===== config.mk =====
export PLATFORM = sky130hd
export DESIGN_NAME = slsb_top
export DESIGN_NICKNAME = d
export VERILOG_FILES = /design/src/hdl/slsb_pkg.sv /design/src/hdl/slsb_top.sv /design/src/hdl/slsb_lane_health.sv
export VERILOG_INCLUDE_DIRS = /design/src /design/src/hdl
export SDC_FILE = /design/constraint.sdc
export NUM_CORES = 1
export LEC_CHECK = 0
export BUFFER_PORTS_ARGS = -buffer_cell sky130_fd_sc_hd__buf_4
export CORE_AREA = 3 3 215 217
export CTS_CLUSTER_DIAMETER = 40
export CTS_CLUSTER_SIZE = 10
export DETAILED_ROUTE_END_ITERATION = 6
export DIE_AREA = 0 0 218 220
export SYNTH_ARGS = -nofsm -noshare
export SYNTH_HDL_FRONTEND = slang
export SYNTH_HIERARCHICAL = 1
export SYNTH_SLANG_ARGS = --single-unit

===== constraint.sdc =====
create_clock -name pclk -period 4 [get_ports pclk]
set_input_delay 0.4 -clock pclk [delete_from_list [all_inputs] [get_ports pclk]]
set_output_delay 0.4 -clock pclk [all_outputs]
set_load 0.05 [all_outputs]

===== src/hdl/slsb_map.svh =====
// Register indices, field positions, reset values and widths of the lane status bank
`ifndef SLSB_MAP_SVH
`define SLSB_MAP_SVH

// ----------------------------------------------------------------------------
// Register indices (byte address is four times the index)
// ----------------------------------------------------------------------------
`define SLSB_IDX_LINK_PAGE 12'h300
`define SLSB_IDX_THRESHOLD 12'h301
`define SLSB_IDX_COUNT_CLR 12'h302
`define SLSB_IDX_IRQ_STAT 12'h303
`define SLSB_IDX_IRQ_MASK 12'h304
`define SLSB_IDX_LANE3 12'h4B3
`define SLSB_IDX_LANE4 12'h4B4
`define SLSB_IDX_LANE5 12'h4B5

// ----------------------------------------------------------------------------
// Status byte fields
// ----------------------------------------------------------------------------
`define SLSB_BIT_DISPARITY 7
`define SLSB_BIT_BAD_SYMBOL 6
`define SLSB_BIT_STRAY_CTRL 5
`define SLSB_BIT_DESKEW 4
`define SLSB_BIT_INIT_ALIGN 3
`define SLSB_BIT_CHECKSUM 2
`define SLSB_BIT_FRAME_SYNC 1
`define SLSB_BIT_CG_SYNC 0

// ----------------------------------------------------------------------------
// Control fields
// ----------------------------------------------------------------------------
`define SLSB_BIT_PAGE 0
`define SLSB_BIT_CLR_PAGED 0
`define SLSB_IRQ_SYNC_BASE 6

// ----------------------------------------------------------------------------
// Reset values
// ----------------------------------------------------------------------------
`define SLSB_RST_STATUS 8'h00
`define SLSB_RST_THRESHOLD 8'hFF
`define SLSB_RST_PAGE 1'h0
`define SLSB_RST_IRQ 12'h000
`define SLSB_RST_COUNT 8'h00
`define SLSB_COUNT_MAX 8'hFF

// ----------------------------------------------------------------------------
// Sizes
// ----------------------------------------------------------------------------
`define SLSB_LANES_PER_LINK 3
`define SLSB_SLOTS 6
`define SLSB_IRQ_BITS 12

`endif


===== src/hdl/slsb_pkg.sv =====
// Types shared by the lane status bank
package slsb_pkg;
   typedef logic [7:0] slsb_byte_t;
   typedef logic [11:0] slsb_idx_t;
   typedef logic [31:0] slsb_word_t;
   typedef logic [11:0] slsb_irq_t;
endpackage


===== src/hdl/slsb_top.sv =====
// Paged lane 3 to 5 receive health registers behind an APB slave
//
// Behaviour
// Bit 7: disparity count at or above threshold
// Bit 6: not-in-table count reaches threshold
// Bit 5: unexpected control count reaches threshold
// Bit 4: inter-lane deskew achieved
// Bit 3: initial lane alignment achieved
// Bit 2: configuration checksum matches
// Bit 1: frame synchronization holds
// Bit 0: code group synchronization holds
// Status fields follow link page selector
// Lanes 4 and 5 at 0x4B4/0x4B5, reset zero
// Lane 3 at 0x4B3, same layout
// Per-lane counters compared with 8-bit threshold
//
// Register access over APB was decided locally.
`timescale 1ns/100ps
`include "slsb_map.svh"

module slsb_top
   import slsb_pkg::*;
(
   // Clock and reset
   input wire logic pclk,
   input wire logic presetn,
   // APB slave
   input wire logic psel,
   input wire logic penable,
   input wire logic pwrite,
   input wire logic [13:0] paddr,
   input wire logic [31:0] pwdata,
   output logic [31:0] prdata,
   output logic pready,
   output logic pslverr,
   // Receiver events, slot = link * 3 + (lane - 3)
   input wire logic [5:0] disp_err_pulse,
   input wire logic [5:0] bad_symbol_pulse,
   input wire logic [5:0] stray_control_pulse,
   // Receiver states, same slot order
   input wire logic [5:0] deskew_ok_in,
   input wire logic [5:0] init_align_ok_in,
   input wire logic [5:0] checksum_ok_in,
   input wire logic [5:0] frame_sync_ok_in,
   input wire logic [5:0] codegroup_sync_ok_in,
   // Interrupt
   output logic irq
);

   // ----------------------------------------------------------------------------
   // Declarations
   // ----------------------------------------------------------------------------
   logic link_page_reg;
   slsb_byte_t threshold_reg;
   slsb_irq_t irq_status_reg;
   slsb_irq_t irq_mask_reg;
   slsb_irq_t irq_status_next;
   slsb_irq_t irq_events;
   slsb_word_t prdata_reg;
   slsb_word_t prdata_next;
   logic pslverr_reg;
   logic pslverr_next;
   slsb_idx_t reg_idx;
   logic aligned;
   logic setup_phase;
   logic write_strobe;
   logic wr_page;
   logic wr_threshold;
   logic wr_count_clr;
   logic wr_irq_stat;
   logic wr_irq_mask;
   logic [5:0] clear_slot;
   logic [5:0] err_rise;
   logic [5:0] sync_drop;
   slsb_byte_t health [0:5];
   slsb_byte_t lane3_rx_health;
   slsb_byte_t lane4_rx_health;
   slsb_byte_t lane5_rx_health;

   // ----------------------------------------------------------------------------
   // Address decode helpers
   // ----------------------------------------------------------------------------
   assign reg_idx = paddr[13:2];
   assign aligned = paddr[1:0] == 2'h0;
   assign setup_phase = psel && !penable;
   assign write_strobe = psel && penable && pwrite;

   // Zero wait states: read data is caught in the setup cycle
   assign pready = psel && penable;
   assign prdata = prdata_reg;
   assign pslverr = pslverr_reg;

   always_comb begin
      wr_page = 1'b0;
      wr_threshold = 1'b0;
      wr_count_clr = 1'b0;
      wr_irq_stat = 1'b0;
      wr_irq_mask = 1'b0;
      if (!write_strobe || !aligned) begin
         wr_page = 1'b0;
      end else if (reg_idx == `SLSB_IDX_LINK_PAGE) begin
         wr_page = 1'b1;
      end else if (reg_idx == `SLSB_IDX_THRESHOLD) begin
         wr_threshold = 1'b1;
      end else if (reg_idx == `SLSB_IDX_COUNT_CLR) begin
         wr_count_clr = 1'b1;
      end else if (reg_idx == `SLSB_IDX_IRQ_STAT) begin
         wr_irq_stat = 1'b1;
      end else if (reg_idx == `SLSB_IDX_IRQ_MASK) begin
         wr_irq_mask = 1'b1;
      end
   end

   // ----------------------------------------------------------------------------
   // Control registers
   // ----------------------------------------------------------------------------
   always_ff @(posedge pclk or negedge presetn) begin
      if (!presetn) begin
         link_page_reg <= `SLSB_RST_PAGE;
      end else if (wr_page) begin
         link_page_reg <= pwdata[`SLSB_BIT_PAGE];
      end
   end

   always_ff @(posedge pclk or negedge presetn) begin
      if (!presetn) begin
         threshold_reg <= `SLSB_RST_THRESHOLD;
      end else if (wr_threshold) begin
         threshold_reg <= pwdata[7:0];
      end
   end

   // Clearing acts on the counters of the link currently paged in
   always_comb begin
      clear_slot = 6'h00;
      if (wr_count_clr && pwdata[`SLSB_BIT_CLR_PAGED]) begin
         clear_slot = link_page_reg ? 6'h38 : 6'h07;
      end
   end

   // ----------------------------------------------------------------------------
   // Lane status slots, three lanes for each of two links
   // ----------------------------------------------------------------------------
   genvar s;
   generate
      for (s = 0; s < `SLSB_SLOTS; s = s + 1) begin : g_slot
         slsb_lane_health u_lane (
            .pclk(pclk),
            .presetn(presetn),
            .disp_err_pulse(disp_err_pulse[s]),
            .bad_symbol_pulse(bad_symbol_pulse[s]),
            .stray_control_pulse(stray_control_pulse[s]),
            .deskew_ok_in(deskew_ok_in[s]),
            .init_align_ok_in(init_align_ok_in[s]),
            .checksum_ok_in(checksum_ok_in[s]),
            .frame_sync_ok_in(frame_sync_ok_in[s]),
            .codegroup_sync_ok_in(codegroup_sync_ok_in[s]),
            .error_threshold(threshold_reg),
            .clear_counts(clear_slot[s]),
            .health_reg(health[s]),
            .err_rise(err_rise[s]),
            .sync_drop(sync_drop[s])
         );
      end
   endgenerate

   // ----------------------------------------------------------------------------
   // Page selection of the visible status bytes
   // ----------------------------------------------------------------------------
   assign lane3_rx_health = link_page_reg ? health[3] : health[0];
   assign lane4_rx_health = link_page_reg ? health[4] : health[1];
   assign lane5_rx_health = link_page_reg ? health[5] : health[2];

   // ----------------------------------------------------------------------------
   // Interrupts
   // ----------------------------------------------------------------------------
   assign irq_events = {sync_drop, err_rise};

   // A new event wins over a write-one-to-clear in the same cycle
   always_comb begin
      irq_status_next = irq_status_reg;
      if (wr_irq_stat) begin
         irq_status_next = irq_status_next & ~pwdata[11:0];
      end
      irq_status_next = irq_status_next | irq_events;
   end

   always_ff @(posedge pclk or negedge presetn) begin
      if (!presetn) begin
         irq_status_reg <= `SLSB_RST_IRQ;
      end else begin
         irq_status_reg <= irq_status_next;
      end
   end

   always_ff @(posedge pclk or negedge presetn) begin
      if (!presetn) begin
         irq_mask_reg <= `SLSB_RST_IRQ;
      end else if (wr_irq_mask) begin
         irq_mask_reg <= pwdata[11:0];
      end
   end

   assign irq = |(irq_status_reg & irq_mask_reg);

   // ----------------------------------------------------------------------------
   // Read data and error response
   // ----------------------------------------------------------------------------
   always_comb begin
      prdata_next = 32'h0000_0000;
      pslverr_next = 1'b0;
      if (!aligned) begin
         pslverr_next = 1'b1;
      end else if (reg_idx == `SLSB_IDX_LINK_PAGE) begin
         prdata_next = {31'h0000_0000, link_page_reg};
      end else if (reg_idx == `SLSB_IDX_THRESHOLD) begin
         prdata_next = {24'h00_0000, threshold_reg};
      end else if (reg_idx == `SLSB_IDX_COUNT_CLR) begin
         prdata_next = 32'h0000_0000;
      end else if (reg_idx == `SLSB_IDX_IRQ_STAT) begin
         prdata_next = {20'h0_0000, irq_status_reg};
      end else if (reg_idx == `SLSB_IDX_IRQ_MASK) begin
         prdata_next = {20'h0_0000, irq_mask_reg};
      end else if (reg_idx == `SLSB_IDX_LANE3) begin
         prdata_next = {24'h00_0000, lane3_rx_health};
      end else if (reg_idx == `SLSB_IDX_LANE4) begin
         prdata_next = {24'h00_0000, lane4_rx_health};
      end else if (reg_idx == `SLSB_IDX_LANE5) begin
         prdata_next = {24'h00_0000, lane5_rx_health};
      end else begin
         pslverr_next = 1'b1;
      end
   end

   always_ff @(posedge pclk or negedge presetn) begin
      if (!presetn) begin
         prdata_reg <= 32'h0000_0000;
         pslverr_reg <= 1'b0;
      end else if (setup_phase) begin
         prdata_reg <= pwrite ? 32'h0000_0000 : prdata_next;
         pslverr_reg <= pslverr_next;
      end
   end

endmodule


===== src/hdl/slsb_lane_health.sv =====
// One lane of one link: error counters, threshold compare and status byte
`timescale 1ns/100ps
`include "slsb_map.svh"

module slsb_lane_health
   import slsb_pkg::*;
(
   // Clock and reset
   input wire logic pclk,
   input wire logic presetn,
   // Receiver events and states
   input wire logic disp_err_pulse,
   input wire logic bad_symbol_pulse,
   input wire logic stray_control_pulse,
   input wire logic deskew_ok_in,
   input wire logic init_align_ok_in,
   input wire logic checksum_ok_in,
   input wire logic frame_sync_ok_in,
   input wire logic codegroup_sync_ok_in,
   // Control
   input wire slsb_byte_t error_threshold,
   input wire logic clear_counts,
   // Results
   output slsb_byte_t health_reg,
   output logic err_rise,
   output logic sync_drop
);

   slsb_byte_t disp_count_reg;
   slsb_byte_t bad_count_reg;
   slsb_byte_t stray_count_reg;
   slsb_byte_t health_next;

   // ----------------------------------------------------------------------------
   // Saturating counters; an event in the clear cycle counts as the first
   // ----------------------------------------------------------------------------
   function automatic slsb_byte_t count_step(input slsb_byte_t cnt, input logic ev, input logic clr);
      slsb_byte_t res;
      res = cnt;
      if (clr) begin
         res = ev ? 8'h01 : `SLSB_RST_COUNT;
      end else if (ev && cnt != `SLSB_COUNT_MAX) begin
         res = cnt + 8'h01;
      end
      return res;
   endfunction

   always_ff @(posedge pclk or negedge presetn) begin
      if (!presetn) begin
         disp_count_reg <= `SLSB_RST_COUNT;
         bad_count_reg <= `SLSB_RST_COUNT;
         stray_count_reg <= `SLSB_RST_COUNT;
      end else begin
         disp_count_reg <= count_step(disp_count_reg, disp_err_pulse, clear_counts);
         bad_count_reg <= count_step(bad_count_reg, bad_symbol_pulse, clear_counts);
         stray_count_reg <= count_step(stray_count_reg, stray_control_pulse, clear_counts);
      end
   end

   // ----------------------------------------------------------------------------
   // Status byte
   // ----------------------------------------------------------------------------
   always_comb begin
      health_next = `SLSB_RST_STATUS;
      health_next[`SLSB_BIT_DISPARITY] = disp_count_reg >= error_threshold;
      health_next[`SLSB_BIT_BAD_SYMBOL] = bad_count_reg >= error_threshold;
      health_next[`SLSB_BIT_STRAY_CTRL] = stray_count_reg >= error_threshold;
      health_next[`SLSB_BIT_DESKEW] = deskew_ok_in;
      health_next[`SLSB_BIT_INIT_ALIGN] = init_align_ok_in;
      health_next[`SLSB_BIT_CHECKSUM] = checksum_ok_in;
      health_next[`SLSB_BIT_FRAME_SYNC] = frame_sync_ok_in;
      health_next[`SLSB_BIT_CG_SYNC] = codegroup_sync_ok_in;
   end

   always_ff @(posedge pclk or negedge presetn) begin
      if (!presetn) begin
         health_reg <= `SLSB_RST_STATUS;
      end else begin
         health_reg <= health_next;
      end
   end

   // Interrupt events: an error flag turning on, or frame or code group sync lost
   assign err_rise = |(health_next[7:5] & ~health_reg[7:5]);
   assign sync_drop = |(health_reg[1:0] & ~health_next[1:0]);

endmodule


* After elaboration in Yosys (flattened, before gate mapping)
Index checks and enable logic that the tools add are counted.
** Word-level totals
- Register bits after elaboration :: 258
- Bits of input ports :: 99
- Output and inout bits :: 35
- Logic and storage cells :: 277
** Operators by class
- Equality and inequality tests :: 26
- Magnitude comparators :: 18
- Mux-type cells :: 99
- Add/subtract/negate cells :: 18
- Reduce and logical (&&, ||, !) cells :: 58
- Bitwise logic cells :: 28
** Operator list (count)
- 8-bit two-way mux :: 42
- 8-bit by 1-bit adder with 8-bit output (second input constant) :: 18
- 8-bit greater-or-equal comparator :: 18
- 8-bit != test (second input constant) :: 18
- 12-bit two-way mux :: 7
- 12-bit by 10-bit equality test with 1-bit output (second input constant) :: 5
- 1-bit two-way mux :: 47
- 12-bit by 11-bit equality test with 1-bit output (second input constant) :: 3
- 2-bit nonzero test :: 18
- 32-bit two-way mux :: 1
- 12-bit AND :: 2
- 1-bit logical AND :: 22
- 3-bit AND :: 6
- 3-bit inverter :: 6
- 3-bit OR reduction :: 6
- 2-bit AND :: 6
- 6-bit two-way mux :: 2
- 12-bit inverter :: 1
- 2-bit inverter :: 6
- 12-bit bitwise OR :: 1
- 12-bit OR reduction :: 1
- 2-bit OR reduction :: 6
- 1-bit logical NOT :: 3
- 2-bit logical NOT :: 1
- 1-bit logical OR :: 1

* Depth between registers and ports, before layout
- Word-level depth :: 11
- Gate-level depth with buffers :: 8
- Mapped depth without buffers :: 8

* Hierarchy
The synthesis kept the hierarchy.
** Modules (own cells, without submodules)
- slsb_lane_health at g_slot[1].u_lane ... :: cells each 213, times used 4, seq. area each 800.8 um^2, area an instance 2085.8 um^2
- slsb_top :: cells each 297, times used 1, seq. area each 1161.1 um^2, area an instance 3032.9 um^2
- slsb_lane_health at g_slot[5].u_lane :: cells each 213, times used 1, seq. area each 800.8 um^2, area an instance 2087.0 um^2
- slsb_lane_health at g_slot[0].u_lane :: cells each 215, times used 1, seq. area each 800.8 um^2, area an instance 2049.5 um^2

* Worst setup path before layout
No wires, ideal clock.
- Path kind :: in2reg
- From :: in paddr[7]
- To :: reg g_slot[1].u_lane.stray_count_reg[4]
- Setup time :: 0.136 ns
- Arrival :: 2.243 ns
- Data required time :: 3.864 ns
- Path slack :: 1.622 ns
- Path buffers :: 2
- Cell stages on the path :: 7
- Path through :: or4_4 nor2_8 nand2_1 nor4_1 clkbuf_2 clkbuf_1 nor3_1
** Between the ends
- Word-level cells in the longest chain between the ends :: 8
- Elaborated cells between the ends (all ways) :: 11
- Those cells by class :: 3 x eq/ne; 6 x mux; 2 x reduce/logical
** Ends and longest elaborated chain
- start, declared :: RTL line slsb_top.sv:31 : input wire logic [13:0] paddr,
- 12-bit by 10-bit equality test with 1-bit output (no line)
- 1-bit two-way mux :: RTL line slsb_top.sv:105 : end else if (reg_idx == `SLSB_IDX_COUNT_CLR) begin
- 1-bit two-way mux :: RTL line slsb_top.sv:103 : end else if (reg_idx == `SLSB_IDX_THRESHOLD) begin
- 1-bit two-way mux (*) :: RTL line slsb_top.sv:101 : end else if (reg_idx == `SLSB_IDX_LINK_PAGE) begin
- 1-bit two-way mux (*) :: RTL line slsb_top.sv:99 : if (!write_strobe || !aligned) begin
- 1-bit logical AND (*) :: RTL line slsb_top.sv:136 : if (wr_count_clr && pwdata[`SLSB_BIT_CLR_PAGED]) begin
- 6-bit two-way mux (*) :: RTL line slsb_top.sv:136
- 8-bit two-way mux or 2-bit nonzero test (tied branches)
- end signal, assigned :: RTL line slsb_lane_health.sv:52 : stray_count_reg <= `SLSB_RST_COUNT;
- end signal, assigned :: RTL line slsb_lane_health.sv:56 : stray_count_reg <= count_step(stray_count_reg, stray_control_pulse, clear_counts);
- end, declared :: RTL line slsb_lane_health.sv:31 : slsb_byte_t stray_count_reg;
Every way passes the cells marked *; elsewhere a longest branch is shown, timed or not.
A chain may end at the register's enable or synchronous reset.

* Final worst setup path
- From :: reg threshold_reg[0]
- To :: reg irq_status_reg[0]
** Between the ends
- Word-level cells in the longest chain between the ends :: 4
- Elaborated cells between the ends (all ways) :: 6
- Those cells by class :: 3 x order compare; 2 x bitwise; 1 x reduce/logical
** Ends and longest elaborated chain
- start, declared :: RTL line slsb_top.sv:54 : slsb_byte_t threshold_reg;
- start signal, assigned :: RTL line slsb_top.sv:127 : threshold_reg <= `SLSB_RST_THRESHOLD;
- start signal, assigned :: RTL line slsb_top.sv:129 : threshold_reg <= pwdata[7:0];
- 8-bit greater-or-equal comparator (on tied branches) :: RTL line slsb_lane_health.sv:67, slsb_lane_health.sv:65, slsb_lane_health.sv:66
- 3-bit AND (*) :: RTL line slsb_lane_health.sv:84 : assign err_rise = |(health_next[7:5] & ~health_reg[7:5]);
- 3-bit OR reduction (*) :: RTL line slsb_lane_health.sv:84
- net err_rise[0] :: RTL line slsb_top.sv:73 : logic [5:0] err_rise;
- 12-bit bitwise OR (*) :: RTL line slsb_top.sv:185 : irq_status_next = irq_status_next | irq_events;
- net irq_status_next[0] :: RTL line slsb_top.sv:57 : slsb_irq_t irq_status_next;
- end signal, assigned :: RTL line slsb_top.sv:190 : irq_status_reg <= `SLSB_RST_IRQ;
- end signal, assigned :: RTL line slsb_top.sv:192 : irq_status_reg <= irq_status_next;
- end, declared :: RTL line slsb_top.sv:55 : slsb_irq_t irq_status_reg;
Mark *: on every way through the listed nets, which the timed path passes. The rest lies on a longest branch.

==> load_flow_metrics.sql <==
INSERT INTO impl_metrics (metric_group, metric, value, unit) VALUES
('clocking', 'cts.sinks', '238', ''),
('hold_path', 'min-delay-start', 'pwdata[1]', ''),
('clocking', 'clock_path_buffers', '3', ''),
('power', 'power.density', '585', 'nW/um^2'),
('timing', 'slew_headroom', '0.427', ''),
('grt', 'wire_length_of_the_first_global_routing_pass', '64800', 'um'),
('run_status', 'run_status', 'completed', ''),
('timing', 'setup_violations', '0', ''),
('final_layout', 'nets', '1979', ''),
('routing', 'wl_per_cell', '17.2', 'um'),
('final_layout', 'leading_cell_types_in_the_layout_fill_and_taps_excluded', 'sky130_fd_sc_hd__dfrtp_1 (230), sky130_fd_sc_hd__ha_1 (162), sky130_fd_sc_hd__nand2_1 (139)', ''),
('routing', 'detailed_route_wire_length_on_metal_1', '18400', 'um'),
('timing', 'fin_setup_tns', '0', 'ps'),
('floorplan', 'num_io_pins', '134', ''),
('synth', 'post_synth.cell_area_avg', '9.84', 'sq um'),
('routing', 'postRouteWirelength', '40200', 'um'),
('hold_path', 'worstHoldPathCells', '2', ''),
('routing', 'drt_drc_violations_left', '0', ''),
('routing', 'routed-wl-met3', '1850', 'um'),
('routing', 'final_antenna_net_count', '0', ''),
('clocking', 'htree_num_levels', '2', ''),
('power', 'power_leakage', '8.08', 'nW'),
('grt', 'via_count_of_the_first_global_routing_pass', '12100', ''),
('synth', 'synth_cells', '1577', ''),
('synth', 'async_flop_share', '1.00', ''),
('timing', 'timing_worst_slew_pin_value', '857', 'ps'),
('timing', 'unrepaired_setup_endpoints_after_global_routing', 'false', ''),
('floorplan', 'floorplan.initialDensity', '0.350', ''),
('timing', 'timing.final.max_slew_violations', '0', ''),
('routing', 'drt_first_iter_violations', '766', ''),
('placement', 'numPortBuffers', '93', ''),
('worst_setup_path', 'critical_path.slowest_cell', 'sky130_fd_sc_hd__dfstp_2', ''),
('worst_setup_path', 'r2r_end', 'irq_status_reg[0]$_DFF_PN0_', ''),
('clocking', 'clock_insertion_delay_worst_skew', '560', 'ps'),
('hold_path', 'end_point_of_the_worst_hold_path', 'irq_mask_reg[1]$_DFFE_PN0P_', ''),
('worst_setup_path', 'reg2reg_setup_slack', '1180', 'ps'),
('final_layout', 'seqCellArea', '5970', 'sq um'),
('worst_setup_path', 'crit_path_start', 'threshold_reg[0]$_DFFE_PN1P_', ''),
('timing', 'post-route-period-util', '0.704', ''),
('synth', 'post_synth_edffs', '0', ''),
('timing', 'clock_skew', '18.8', 'ps'),
('placement', 'detailed_place_hpwl', '28500', 'um'),
('synth', 'synth-seq-cells', '238', ''),
('hold_path', 'hold_class', 'primary input to flop', ''),
('timing', 'max_freq', '0.355', 'GHz'),
('worst_setup_path', 'crit_fanout', '20', ''),
('clocking', 'tritoncts', 'built', ''),
('clocking', 'cts.reportedPaths.clkPinSlew', '50', 'ps'),
('clocking', 'cts_root_buf', 'sky130_fd_sc_hd__clkbuf_16', ''),
('synth', 'yosysUniqueCellTypes', '87', ''),
('grt', 'gr-usage-all-layers', '0.168', ''),
('power', 'peakVddDrop', '0.323', 'mV'),
('timing', 'whs', '100', 'ps'),
('clocking', 'cts_resized', '0', ''),
('worst_setup_path', 'critical-path-top-delay-family', 'compound AO/OA/AOI/OAI gates', ''),
('routing', 'detailedRoute.firstPassIterationCount', '5', ''),
('worst_setup_path', 'critical-path-max-stage-delay', '1020', 'ps'),
('synth', 'post_synth_instance_area', '15500', 'sq um'),
('synth', 'synthFlopType', 'sky130_fd_sc_hd__dfrtp_1', ''),
('worst_setup_path', 'worst-setup-path-type', 'flop to flop', ''),
('floorplan', 'die-height', '220', 'um'),
('worst_setup_path', 'crit_arrival', '3260', 'ps'),
('final_layout', 'syn_to_final_growth', '20.3', '%'),
('grt', 'grt_start_max_net_pins', '92', ''),
('routing', 'num_vias', '12400', ''),
('worst_setup_path', 'end_kind', 'flop', ''),
('clocking', 'cts-buffers-inserted', '45', ''),
('floorplan', 'rows', '77', ''),
('worst_setup_path', 'reg2reg_depth', '7', ''),
('routing', 'top_signal_layer_used', 'met4', ''),
('worst_setup_path', 'critical_path_cell_list', 'ha_1 > nand2b_1 > a2111oi_0 > nor4_1 > o21bai_1 > o2111ai_1 > a21o_1', '');
[cell type report]
type | instances | share of cell area
sequential | 238 | 0.320
timing repair buffer | 133 | 0.0594
tap | 592 | 0.0397
clock buffer | 57 | 0.0654
multi-input combinational | 1195 | 0.475
inverter | 105 | 0.0211
clock inverter | 24 | 0.0201
[per-layer routing]
layer	vias up	global-route usage
li1	6033	-
met1	6016	0.224
met2	263	0.275
met3	76	0.0316
met4	0	0.0546
met5	-	0
[power breakdown]
part	leakage, nW	switching [mW]	total [mW]	internal (mW)
Sequential	2.89	0.926	3.94	3.02
Combinational	4.42	1.53	2.93	1.40
Clock	0.764	1.31	4.05	2.73
[cell usage after synthesis, drive strengths merged, types with 8 or more instances]
library cell	number	area (sq um)
a311oi	11	96.3
a211oi	24	180
a21oi	116	599
nand4	35	234
dfrtp	230	5760
and3	52	458
and2b	10	75.1
nor3	24	148
nor2b	9	56.3
xnor2	30	263
a31oi	19	119
nand2	140	533
nand3	45	225
nand2b	14	87.6
nor2	111	443
o21ai	71	355
xor2	29	254
inv	105	394
mux2i	39	390
buf	37	250
nand3b	14	105
dfstp	8	210
a21o	18	135
and2	8	62.6
mux2	21	274
o22ai	13	81.3
clkbuf	16	76.3
ha	162	2030
a41oi	10	125
nor4	22	294
a2111oi	12	136
a22oi	11	82.6
o211ai	9	67.6
o21a	12	90.1
[cells by family after synthesis]
kind of cell	after synthesis	share of synthesized area
AND/OR/NAND/NOR	515	0.192
XOR/XNOR	59	0.0333
buffers and inverters	163	0.0505
other	1	0.000242
multiplexers	61	0.0443
adder cells (fa/ha/maj)	162	0.131
AO/OA/AOI/OAI	378	0.164
flip-flops	238	0.385
[worst max path at each step]
stage	to	slack, ps	cells past startpoint
floorplan	g_slot[1].u_lane/stray_count_reg[4]$_DFFE_PN0P_	1620	7
global placement	irq_status_reg[4]$_DFF_PN0_	1290	7
detailed placement	irq_status_reg[5]$_DFF_PN0_	1290	7
CTS	irq_status_reg[5]$_DFF_PN0_	1250	7
global route	irq_status_reg[5]$_DFF_PN0_	1040	7
finish	irq_status_reg[0]$_DFF_PN0_	1180	7
[stage by stage]
stage          worst slack [ps]  power, mW  cells  instance area (sq um)
2_1_floorplan              1620       5.97   1596                  15600
3_3_place_gp               1290       6.71   2232                  16800
3_5_place_dp               1290       6.85   2232                  16800
4_1_cts                    1250       11.0   2344                  18700
5_1_grt                    1040       11.7   2344                  18700
6_report                   1180       10.9   2344                  18700
[repair_timing]
item / 4_1_cts / 5_1_grt
buffers inserted: 0 / 0
endpoints found under the setup margin: 0 / 0
hold endpoints to repair: 97 / 0
hold buffers: 31 / 0
No activity file was read; power rests on OpenSTA's default activity.
